--- src/shared/sep_pkg.sv ---
package sep_pkg;

  // ****************************************************************
  // Widths, FIFO depth and bit positions
  // ****************************************************************
  localparam int ADDR_W     = 9;              // Byte address width, two blocks of 256.
  localparam int BYTE_W     = 8;              // Serial byte width.
  localparam int WR_W       = ADDR_W + BYTE_W; // FIFO word: address above data.
  localparam int FIFO_DEPTH = 4;              // Words held in the write FIFO.
  localparam int SEL_RW     = 0;              // Select byte read/write bit.
  localparam int SEL_BLK    = 1;              // Select byte block bit.
  localparam int SEL_CE_LO  = 2;              // Select byte low chip enable bit.
  localparam int SEL_CE_HI  = 3;              // Select byte high chip enable bit.
  localparam int SEL_TYPE   = 4;              // Lowest bit of the type code.
  localparam int P_CE_LO    = 0;              // Strap vector: low chip enable.
  localparam int P_CE_HI    = 1;              // Strap vector: high chip enable.
  localparam int P_MODE     = 2;              // Strap vector: burst mode strap.
  localparam int P_LOCK     = 3;              // Strap vector: write lock input.
  localparam int P_PRE      = 4;              // Strap vector: protect enable.
  localparam int L_SCL      = 0;              // Line vector: serial clock.
  localparam int L_SDA      = 1;              // Line vector: serial data.
  localparam int L_POR      = 2;              // Line vector: power-on reset.

  // ****************************************************************
  // Counts, burst masks and reset values
  // ****************************************************************
  localparam logic [3:0]        RX_LAST   = 4'h8;   // Bits in a received byte.
  localparam logic [3:0]        TX_LAST   = 4'h7;   // Count at the fall after the last sent bit.
  localparam logic [ADDR_W-1:0] MULTI_MSK = 9'h003; // Four byte burst wrap.
  localparam logic [ADDR_W-1:0] PAGE_MSK  = 9'h007; // Eight byte burst wrap.
  localparam logic [ADDR_W-1:0] PTR_RST   = 9'h000; // Pointer after reset.
  localparam logic [2:0]        LINE_IDLE = 3'h3;   // Line sync idle: no power-on reset, data and clock high.
  localparam logic [1:0]        EDGE_IDLE = 2'h3;   // Delayed data and clock idle high.

  // ****************************************************************
  // Types
  // ****************************************************************
  typedef enum logic [2:0] {
    ST_IDLE = 3'b000,  // Waiting for START.
    ST_DEV  = 3'b001,  // Receiving the select byte.
    ST_ADR  = 3'b010,  // Receiving the byte address.
    ST_WDAT = 3'b011,  // Receiving write data.
    ST_RDAT = 3'b100,  // Sending read data.
    ST_MACK = 3'b101,  // Master acknowledge slot.
    ST_WAIT = 3'b110,  // Released until STOP or START.
    ST_PROG = 3'b111   // Programming, bus ignored.
  } sep_state_t;

  typedef struct packed {
    logic [2:0]        ln1;    // Line sync, first stage.
    logic [2:0]        ln2;    // Line sync, second stage.
    logic [1:0]        ln3;    // Delayed scl and sda for edges.
    logic [4:0]        pn1;    // Strap sync, first stage.
    logic [4:0]        pn2;    // Strap sync, second stage.
    sep_state_t        st;     // Bus state.
    logic              ackp;   // Acknowledge phase or master nack.
    logic [3:0]        cnt;    // Bit counter.
    logic [BYTE_W-1:0] sh;     // Shift register.
    logic              oe;     // Data line pulled low.
    logic              dl;     // Data line output level.
    logic [ADDR_W-1:0] ptr;    // Internal address pointer.
    logic              wr_any; // A byte was queued this write.
    logic              go;     // Programming start pulse.
    logic              busy;   // Programming in progress.
    logic              push;   // FIFO push strobe.
    logic [WR_W-1:0]   pdat;   // FIFO push word.
  } sep_core_t;

endpackage : sep_pkg

--- src/shared/sep_stream_if.sv ---
`timescale 1ns/1ps
// Valid/ready stream between the bus front end and the write FIFO.
interface sep_stream_if #(
  parameter int W = 17
);
  logic         valid;  // Word offered.
  logic         ready;  // Word can be taken.
  logic [W-1:0] data;   // Word.

  modport src (output valid, output data, input ready);
  modport snk (input valid, input data, output ready);
endinterface : sep_stream_if

--- src/sep_fifo.sv ---
`timescale 1ns/1ps
module sep_fifo #(
  parameter int W = 17,
  parameter int D = 4
) (
  input  wire logic   clk,
  input  wire logic   rst,
  sep_stream_if.snk   in_s,
  output logic [W-1:0] o_data,
  output logic         o_valid,
  input  wire logic    o_ready,
  output logic         empty
);

  // ****************************************************************
  // State
  // ****************************************************************
  localparam int PW = $clog2(D);
  typedef struct packed {
    logic [D-1:0][W-1:0] mem;  // Storage words.
    logic [PW-1:0]       wp;   // Write pointer.
    logic [PW-1:0]       rp;   // Read pointer.
    logic [PW:0]         n;    // Words in storage.
    logic                ov;   // Output register holds a word.
    logic [W-1:0]        od;   // Output register.
  } sep_fifo_t;

  sep_fifo_t r_r;    // Registered state.
  sep_fifo_t r_nxt;  // Next state.
  logic      put;    // Word accepted.
  logic      take;   // Word moved to output register.

  // Storage is full only when every slot holds a word.
  assign in_s.ready = (r_r.n != (PW+1)'(D));
  assign put        = in_s.valid & in_s.ready;
  assign take       = (r_r.n != '0) & (~r_r.ov | o_ready);
  assign o_data     = r_r.od;
  assign o_valid    = r_r.ov;
  assign empty      = (r_r.n == '0) & ~r_r.ov;

  // Next state: store, refill output, count.
  always_comb begin
    r_nxt = r_r;
    if (put) begin
      r_nxt.mem[r_r.wp] = in_s.data;
      r_nxt.wp          = (r_r.wp == PW'(D-1)) ? '0 : r_r.wp + 1'b1;
    end
    if (take) begin
      r_nxt.od = r_r.mem[r_r.rp];
      r_nxt.ov = 1'b1;
      r_nxt.rp = (r_r.rp == PW'(D-1)) ? '0 : r_r.rp + 1'b1;
    end else if (o_ready) begin
      r_nxt.ov = 1'b0;
    end
    r_nxt.n = r_r.n + (PW+1)'(put) - (PW+1)'(take);
  end

  // State register.
  always_ff @(posedge clk or posedge rst) begin
    if (rst) begin
      r_r <= '0;
    end else begin
      r_r <= r_nxt;
    end
  end

endmodule : sep_fifo

--- src/sep_front.sv ---
`timescale 1ns/1ps
// ****************************************************************
// ****************************************************************
module sep_front #(
  parameter logic [3:0] TYPE_CODE = 4'h6,  // Arbitrary type code value.
  parameter bit         HW_LOCK   = 1'b0   // Write lock variant, no four byte mode.
) (
  input  wire logic                       sys_clk,
  input  wire logic                       rst,
  input  wire logic                       scl,
  input  wire logic                       sda_i,
  output logic                            sda_o,
  output logic                            sda_oe,
  input  wire logic                       por_active,
  input  wire logic                       select_strap_low,
  input  wire logic                       select_strap_high,
  input  wire logic                       mode_strap,
  input  wire logic                       write_lock_input,
  input  wire logic                       protect_en,
  input  wire logic                       prot_ptr_bit,
  output logic [sep_pkg::ADDR_W-1:0]      mem_addr,
  input  wire logic [sep_pkg::BYTE_W-1:0] mem_rdata,
  output logic                            wr_valid,
  input  wire logic                       wr_ready,
  output logic [sep_pkg::WR_W-1:0]        wr_word,
  output logic                            prog_start,
  output logic                            prog_busy_o,
  input  wire logic                       prog_busy
);

  // ****************************************************************
  // Declarations
  // ****************************************************************
  sep_pkg::sep_core_t r_r;        // Registered state.
  sep_pkg::sep_core_t r_nxt;      // Next state.
  logic               scl_rise;   // Serial clock rising edge.
  logic               scl_fall;   // Serial clock falling edge.
  logic               start_det;  // START seen.
  logic               stop_det;   // STOP seen.
  logic               sda_s;      // Synchronised data line.
  logic               sel_ok;     // Select byte addresses this device.
  logic               locked;     // Writes are blocked.
  logic [sep_pkg::ADDR_W-1:0] wmsk; // Burst wrap mask.
  logic               fifo_empty; // No write word pending.

  sep_stream_if #(.W(sep_pkg::WR_W)) push_s ();

  // Wrapped increment of the pointer within a mask.
  function automatic logic [sep_pkg::ADDR_W-1:0] wrap_inc(
    input logic [sep_pkg::ADDR_W-1:0] p,
    input logic [sep_pkg::ADDR_W-1:0] m
  );
    logic [sep_pkg::ADDR_W-1:0] q;
    q = p + 1'b1;
    return (p & ~m) | (q & m);
  endfunction : wrap_inc

  // ****************************************************************
  // Edge and condition detect
  // ****************************************************************
  // Only the second sync stage and its delayed copy feed logic.
  assign sda_s     = r_r.ln2[sep_pkg::L_SDA];
  assign scl_rise  = r_r.ln2[sep_pkg::L_SCL] & ~r_r.ln3[sep_pkg::L_SCL];
  assign scl_fall  = ~r_r.ln2[sep_pkg::L_SCL] & r_r.ln3[sep_pkg::L_SCL];
  assign start_det = r_r.ln2[sep_pkg::L_SCL] & r_r.ln3[sep_pkg::L_SCL]
                   & r_r.ln3[sep_pkg::L_SDA] & ~sda_s;
  assign stop_det  = r_r.ln2[sep_pkg::L_SCL] & r_r.ln3[sep_pkg::L_SCL]
                   & ~r_r.ln3[sep_pkg::L_SDA] & sda_s;

  // Type code and both enable straps must match the received byte.
  assign sel_ok = (r_r.sh[7:sep_pkg::SEL_TYPE] == TYPE_CODE)
                & (r_r.sh[sep_pkg::SEL_CE_HI] == r_r.pn2[sep_pkg::P_CE_HI])
                & (r_r.sh[sep_pkg::SEL_CE_LO] == r_r.pn2[sep_pkg::P_CE_LO]);

  // Writes are locked by the lock strap, or by protect enable with the protect pointer bit set in the upper block.
  assign locked = r_r.pn2[sep_pkg::P_LOCK]
                | (r_r.pn2[sep_pkg::P_PRE] & prot_ptr_bit & r_r.ptr[sep_pkg::ADDR_W-1]);

  // The lock variant offers only page bursts.
  assign wmsk = (r_r.pn2[sep_pkg::P_MODE] & ~HW_LOCK) ? sep_pkg::MULTI_MSK
                                                      : sep_pkg::PAGE_MSK;

  // ****************************************************************
  // Next state
  // ****************************************************************
  always_comb begin
    r_nxt      = r_r;
    r_nxt.ln1  = {por_active, sda_i, scl};
    r_nxt.ln2  = r_r.ln1;
    r_nxt.ln3  = r_r.ln2[1:0];
    r_nxt.pn1  = {protect_en, write_lock_input, mode_strap, select_strap_high, select_strap_low};
    r_nxt.pn2  = r_r.pn1;
    r_nxt.dl   = 1'b0;
    r_nxt.go   = 1'b0;
    r_nxt.push = 1'b0;
    if (r_r.ln2[sep_pkg::L_POR]) begin
      // Power-on reset holds the front end idle and released.
      r_nxt.st   = sep_pkg::ST_IDLE;
      r_nxt.oe   = 1'b0;
      r_nxt.ackp = 1'b0;
      r_nxt.busy = 1'b0;
    end else if (r_r.st == sep_pkg::ST_PROG) begin
      // Programming runs until the FIFO drains and storage is done.
      if (fifo_empty && !prog_busy) begin
        r_nxt.st   = sep_pkg::ST_IDLE;
        r_nxt.busy = 1'b0;
      end
    end else if (start_det) begin
      // START or repeated START opens a new select byte.
      r_nxt.st     = sep_pkg::ST_DEV;
      r_nxt.cnt    = '0;
      r_nxt.ackp   = 1'b0;
      r_nxt.oe     = 1'b0;
      r_nxt.wr_any = 1'b0;
    end else if (stop_det) begin
      // STOP ends the transfer; a queued write starts programming.
      r_nxt.oe   = 1'b0;
      r_nxt.ackp = 1'b0;
      if (r_r.st == sep_pkg::ST_WDAT && r_r.wr_any) begin
        r_nxt.st   = sep_pkg::ST_PROG;
        r_nxt.go   = 1'b1;
        r_nxt.busy = 1'b1;
      end else begin
        r_nxt.st = sep_pkg::ST_IDLE;
      end
    end else begin
      unique case (r_r.st)
        sep_pkg::ST_IDLE, sep_pkg::ST_WAIT, sep_pkg::ST_PROG: begin
          // Released; nothing moves until START or STOP.
          r_nxt.oe = 1'b0;
        end
        sep_pkg::ST_DEV, sep_pkg::ST_ADR, sep_pkg::ST_WDAT: begin
          if (scl_rise && !r_r.ackp) begin
            // Bits are taken most significant first on the rise.
            r_nxt.sh  = {r_r.sh[6:0], sda_s};
            r_nxt.cnt = r_r.cnt + 1'b1;
          end else if (scl_fall && !r_r.ackp && r_r.cnt == sep_pkg::RX_LAST) begin
            // Decide the ninth bit answer.
            r_nxt.ackp = 1'b1;
            r_nxt.oe   = 1'b1;
            if (r_r.st == sep_pkg::ST_DEV && !sel_ok) begin
              r_nxt.st   = sep_pkg::ST_WAIT;
              r_nxt.oe   = 1'b0;
              r_nxt.ackp = 1'b0;
            end else if (r_r.st == sep_pkg::ST_DEV) begin
              r_nxt.ptr[sep_pkg::ADDR_W-1] = r_r.sh[sep_pkg::SEL_BLK];
            end else if (r_r.st == sep_pkg::ST_WDAT && !locked) begin
              if (push_s.ready) begin
                // Queue address and data for the storage side.
                r_nxt.push   = 1'b1;
                r_nxt.pdat   = {r_r.ptr, r_r.sh};
                r_nxt.wr_any = 1'b1;
              end else begin
                r_nxt.st   = sep_pkg::ST_WAIT;
                r_nxt.oe   = 1'b0;
                r_nxt.ackp = 1'b0;
              end
            end
          end else if (scl_fall && r_r.ackp) begin
            // End of the ninth bit: release and move on.
            r_nxt.ackp = 1'b0;
            r_nxt.oe   = 1'b0;
            r_nxt.cnt  = '0;
            unique case (r_r.st)
              sep_pkg::ST_DEV: begin
                if (r_r.sh[sep_pkg::SEL_RW]) begin
                  // Read: drive the first bit from the pointer.
                  r_nxt.st = sep_pkg::ST_RDAT;
                  r_nxt.sh = mem_rdata;
                  r_nxt.oe = ~mem_rdata[7];
                end else begin
                  r_nxt.st = sep_pkg::ST_ADR;
                end
              end
              sep_pkg::ST_ADR: begin
                r_nxt.ptr[sep_pkg::BYTE_W-1:0] = r_r.sh;
                r_nxt.st = sep_pkg::ST_WDAT;
              end
              default: begin
                // Burst address wraps inside its group.
                r_nxt.ptr = wrap_inc(r_r.ptr, wmsk);
              end
            endcase
          end
        end
        sep_pkg::ST_RDAT: begin
          if (scl_fall) begin
            if (r_r.cnt == sep_pkg::TX_LAST) begin
              // Eighth bit done: release for the master answer.
              r_nxt.oe  = 1'b0;
              r_nxt.st  = sep_pkg::ST_MACK;
              r_nxt.cnt = '0;
              r_nxt.ptr = r_r.ptr + 1'b1;
            end else begin
              r_nxt.oe  = ~r_r.sh[6];
              r_nxt.sh  = {r_r.sh[6:0], 1'b0};
              r_nxt.cnt = r_r.cnt + 1'b1;
            end
          end
        end
        sep_pkg::ST_MACK: begin
          if (scl_rise) begin
            r_nxt.ackp = sda_s;
          end else if (scl_fall) begin
            if (r_r.ackp) begin
              // Nack: wait released for STOP.
              r_nxt.st   = sep_pkg::ST_WAIT;
              r_nxt.ackp = 1'b0;
            end else begin
              r_nxt.st = sep_pkg::ST_RDAT;
              r_nxt.sh = mem_rdata;
              r_nxt.oe = ~mem_rdata[7];
            end
          end
        end
      endcase
    end
  end

  // State register.
  always_ff @(posedge sys_clk or posedge rst) begin
    if (rst) begin
      r_r     <= '0;
      r_r.ptr <= sep_pkg::PTR_RST;
      // Line samples start at their idle level, so no false edge follows reset.
      r_r.ln1 <= sep_pkg::LINE_IDLE;
      r_r.ln2 <= sep_pkg::LINE_IDLE;
      r_r.ln3 <= sep_pkg::EDGE_IDLE;
    end else begin
      r_r <= r_nxt;
    end
  end

  // ****************************************************************
  // Write FIFO
  // ****************************************************************
  assign push_s.valid = r_r.push;
  assign push_s.data  = r_r.pdat;

  sep_fifo #(
    .W (sep_pkg::WR_W),
    .D (sep_pkg::FIFO_DEPTH)
  ) u_fifo (
    .clk     (sys_clk),
    .rst     (rst),
    .in_s    (push_s),
    .o_data  (wr_word),
    .o_valid (wr_valid),
    .o_ready (wr_ready),
    .empty   (fifo_empty)
  );

  assign sda_o       = r_r.dl;
  assign sda_oe      = r_r.oe;
  assign mem_addr    = r_r.ptr;
  assign prog_start  = r_r.go;
  assign prog_busy_o = r_r.busy;
endmodule : sep_front

--- config.mk ---
export PLATFORM = sky130hd
export DESIGN_NAME = sep_front
export DESIGN_NICKNAME = d
export VERILOG_FILES = /design/src/shared/sep_pkg.sv /design/src/shared/sep_stream_if.sv /design/src/sep_fifo.sv /design/src/sep_front.sv
export SDC_FILE = /design/constraint.sdc
export NUM_CORES = 1
export LEC_CHECK = 0
export ABC_CLOCK_PERIOD_IN_PS = 9700
export BUFFER_PORTS_ARGS = -buffer_cell sky130_fd_sc_hd__buf_2
export CORE_MARGIN = 2
export CORE_UTILIZATION = 49
export CTS_BUF_LIST = sky130_fd_sc_hd__clkbuf_8
export DETAILED_ROUTE_END_ITERATION = 8
export PLACE_DENSITY = 0.66
export SYNTH_ARGS = -nofsm -noshare
export SYNTH_HDL_FRONTEND = slang
export SYNTH_SLANG_ARGS = --single-unit
--- constraint.sdc ---
create_clock -name sys_clk -period 9.7 [get_ports sys_clk]
set_input_delay 1.94 -clock sys_clk [delete_from_list [all_inputs] [get_ports sys_clk]]
set_output_delay 1.94 -clock sys_clk [all_outputs]
set_load 0.005 [all_outputs]
==> flow_metrics.env <==
export IMPL_vdd_drop_max_v=0.000119
export IMPL_slew_limit_headroom=0.352
export IMPL_port_buffers=50
export IMPL_htreeDepth=4
export IMPL_finalMaxSlewViolations=0
export IMPL_fp_dieW_um=130
export IMPL_die_y_um=130
export IMPL_tightest_slew_ns=0.972
export IMPL_wl_per_cell_um=19.0
export IMPL_synth_ff_type="dfrtp_1"
export IMPL_grt_ovfl_total=0
export IMPL_synth_common_cells="152 x dfrtp_1, 102 x mux2_2, 32 x buf_4"
export IMPL_io_pins=52
export IMPL_ys_types=80
export IMPL_synth_top_area_frac=0.489
export IMPL_ctsResizeCount=0
export IMPL_yosys_area_top_type="dfrtp_1"
export IMPL_grt_pass1_wl_um=25400
export IMPL_antenna_left=0
export IMPL_core_mm2=0.0157
export IMPL_fin_crit_sh=0.344
export IMPL_num_vias=4820
export IMPL_path_max_fanout=20
export IMPL_cp_end_kind="flop"
export IMPL_synth_seq_area_share=0.509
export IMPL_ys_ff_latch=158
export IMPL_hold_viol=0
export IMPL_synth_edf_count=0
export IMPL_drc_errors=0
export IMPL_yosys_warnings=0
export IMPL_cts_root_buffer="clkbuf_8"
export IMPL_synth_most_common_cell="dfrtp_1"
export IMPL_dieArea_mm2=0.0169
export IMPL_track_usage=0.198
export IMPL_fin_worst_skew_ns=0.0125
export IMPL_post_cts_buffers=0
export IMPL_cts_tree="done"
export IMPL_finalSetupViolCount=0
export IMPL_grt_pass1_vias=4762
export IMPL_cellPowerDensity_mw_per_mm2=216
export IMPL_cts_buffers=17
export IMPL_crit_arrival_ns=3.71
export IMPL_hp_class="flop to flop"
export IMPL_synth_avg_cell_area_um2=13.2
export IMPL_synth_area_mm2=0.00778
export IMPL_finalCriticalPeriod_ns=3.34
export IMPL_clockBufferDepth=2
export IMPL_drive_gt1_frac=0.393
export IMPL_synthArstFlopShare=1.00
export IMPL_antenna_found_initial=0
export IMPL_critPathKind="primary input to flop"
export IMPL_grt_start_max_net_pins=104
export IMPL_finalNetCount=640
export IMPL_floorplan_initialDensity=0.495
export IMPL_p_leak_uw=0.00399
export IMPL_dp_hpwl_um=11000
export IMPL_syn_inst=588
export IMPL_num_rows=46
export IMPL_clock_sinks=158
export IMPL_holdWs_ns=0.358
export IMPL_final_fill_count=1304
export IMPL_clkTransAtPathRegs_ns=0.08
export IMPL_finalSetupTns_ns=0
export IMPL_start_kind="primary input"
export IMPL_firstDrtPassIters=5
export IMPL_grt_setup_unrepaired="no"
export IMPL_status="complete, no violations"
export IMPL_area_delta_synth_final_pct=8.16
export IMPL_drt_iter0_drc=291
export IMPL_yosys_top_cells_area="dfrtp_1 49%, mux2_2 15%, mux4_2 4.9%"
export IMPL_synthesis_nets=620
export IMPL_fmax_mhz=300
export IMPL_crit_required_ns=10.08
export IMPL_maxCapViolations=0
export IMPL_postCtsHoldBufs=0
export IMPL_n_antenna_cell=0
export IMPL_gp_congestion=0.834
export IMPL_clk_insertion_delay_late_ns=0.46
export IMPL_via_per_inst=5.76
export IMPL_finalWirelength_um=15900
-- path summary, 6_finish.rpt --
| check | start | to | slack [ns] | cells after the start |
|---|---|---|---|---|
| worst min-delay path | r_nxt[62]$_DFF_PP0_ | r_r[62]$_DFF_PP0_ | 0.36 | 0 |
| min in group asynchronous | rst | u_fifo.o_data[3]$_DFFE_PP0P_ | 1.68 | 2 |
| worst min register to register | r_nxt[62]$_DFF_PP0_ | r_r[62]$_DFF_PP0_ | 0.36 | 0 |
| worst max-delay path | wr_ready | u_fifo.r_r[20]$_DFF_PP0_ | 6.36 | 11 |
| worst max register to register | r_r[45]$_DFFE_PP0P_ | r_r[45]$_DFFE_PP0P_ | 6.88 | 4 |
| max in group asynchronous | rst | push_s.valid$_DFF_PP0_ | 6.72 | 3 |
-- final cells by class --
class / count / area [µm²] / share of cell area
inverters: 18 / 72.6 / 0.00862
clock buffers: 20 / 275 / 0.0327
well taps: 216 / 270 / 0.0321
flip-flops and latches: 158 / 3960 / 0.470
repair buffers: 55 / 288 / 0.0342
multi-input cells: 358 / 3400 / 0.403
clock inverters: 12 / 158 / 0.0187
-- critical path: stages --
cell and delay (ns):
buf_2 0.09, inv_1 0.04, a21oi_2 0.11, buf_4 0.28, ha_1 0.28, inv_1 0.05
ha_1 0.13, inv_1 0.06, fa_1 0.40, xnor2_1 0.18, xnor2_1 0.14
-- stage by stage --
stage | total power [µW] | std cells | area (µm²) | worst slack, ns | util
2_1_floorplan | 1200 | 588 | 7780 | 3.51 | -
3_3_place_gp | 1300 | 805 | 7990 | 5.91 | 0.508
3_5_place_dp | 1310 | 805 | 7990 | 5.88 | 0.508
4_1_cts | 1840 | 837 | 8420 | 6.36 | 0.536
5_1_grt | 1920 | 837 | 8420 | 6.22 | 0.536
6_report | 1820 | 837 | 8420 | 6.36 | 0.536
-- sequential cells by signal (all words and copies together), names as in the netlist, 8 cells and up, named ones only --
signal         count
u_fifo.o_data     17
r_nxt             10
u_fifo.r_r        75
mem_addr           8
push_s.data       17
r_r               25
-- report_power, final --
part | total, µW | switching [µW] | internal, µW
registers | 826 | 116 | 710
clock network | 526 | 248 | 278
logic | 471 | 265 | 206
total | 1820 | 629 | 1190
-- layer usage --
layer  track usage  up-vias  share of wire
met3        0.0476       19          0.038
met1         0.271     2466           0.46
met4        0.0601        0          0.014
met5             0        -              0
met2         0.315      128           0.49
li1              -     2207              -
-- cell usage in the layout (no fill, tap or decap), types with 9 or more instances in the layout --
cell      instances
mux2_4            9
dfrtp_1         152
mux4_2           17
nand2_1          15
o21ai_0          13
buf_2            50
mux2_2          102
nor2_1           14
a21oi_1          18
clkbuf_8         20
inv_1            18
ha_1             10
-- cells by family after synthesis --
| logic type | after synthesis | share of synthesized area |
|---|---|---|
| AO/OA/AOI/OAI | 107 | 0.105 |
| XOR/XNOR | 7 | 0.00884 |
| adder cells (fa/ha/maj) | 11 | 0.0186 |
| buffers and inverters | 72 | 0.0554 |
| flip-flops | 158 | 0.509 |
| multiplexers | 132 | 0.220 |
| other | 1 | 0.000482 |
| AND/OR/NAND/NOR | 100 | 0.0829 |
Note: power is estimated with default switching activity, not from simulation.
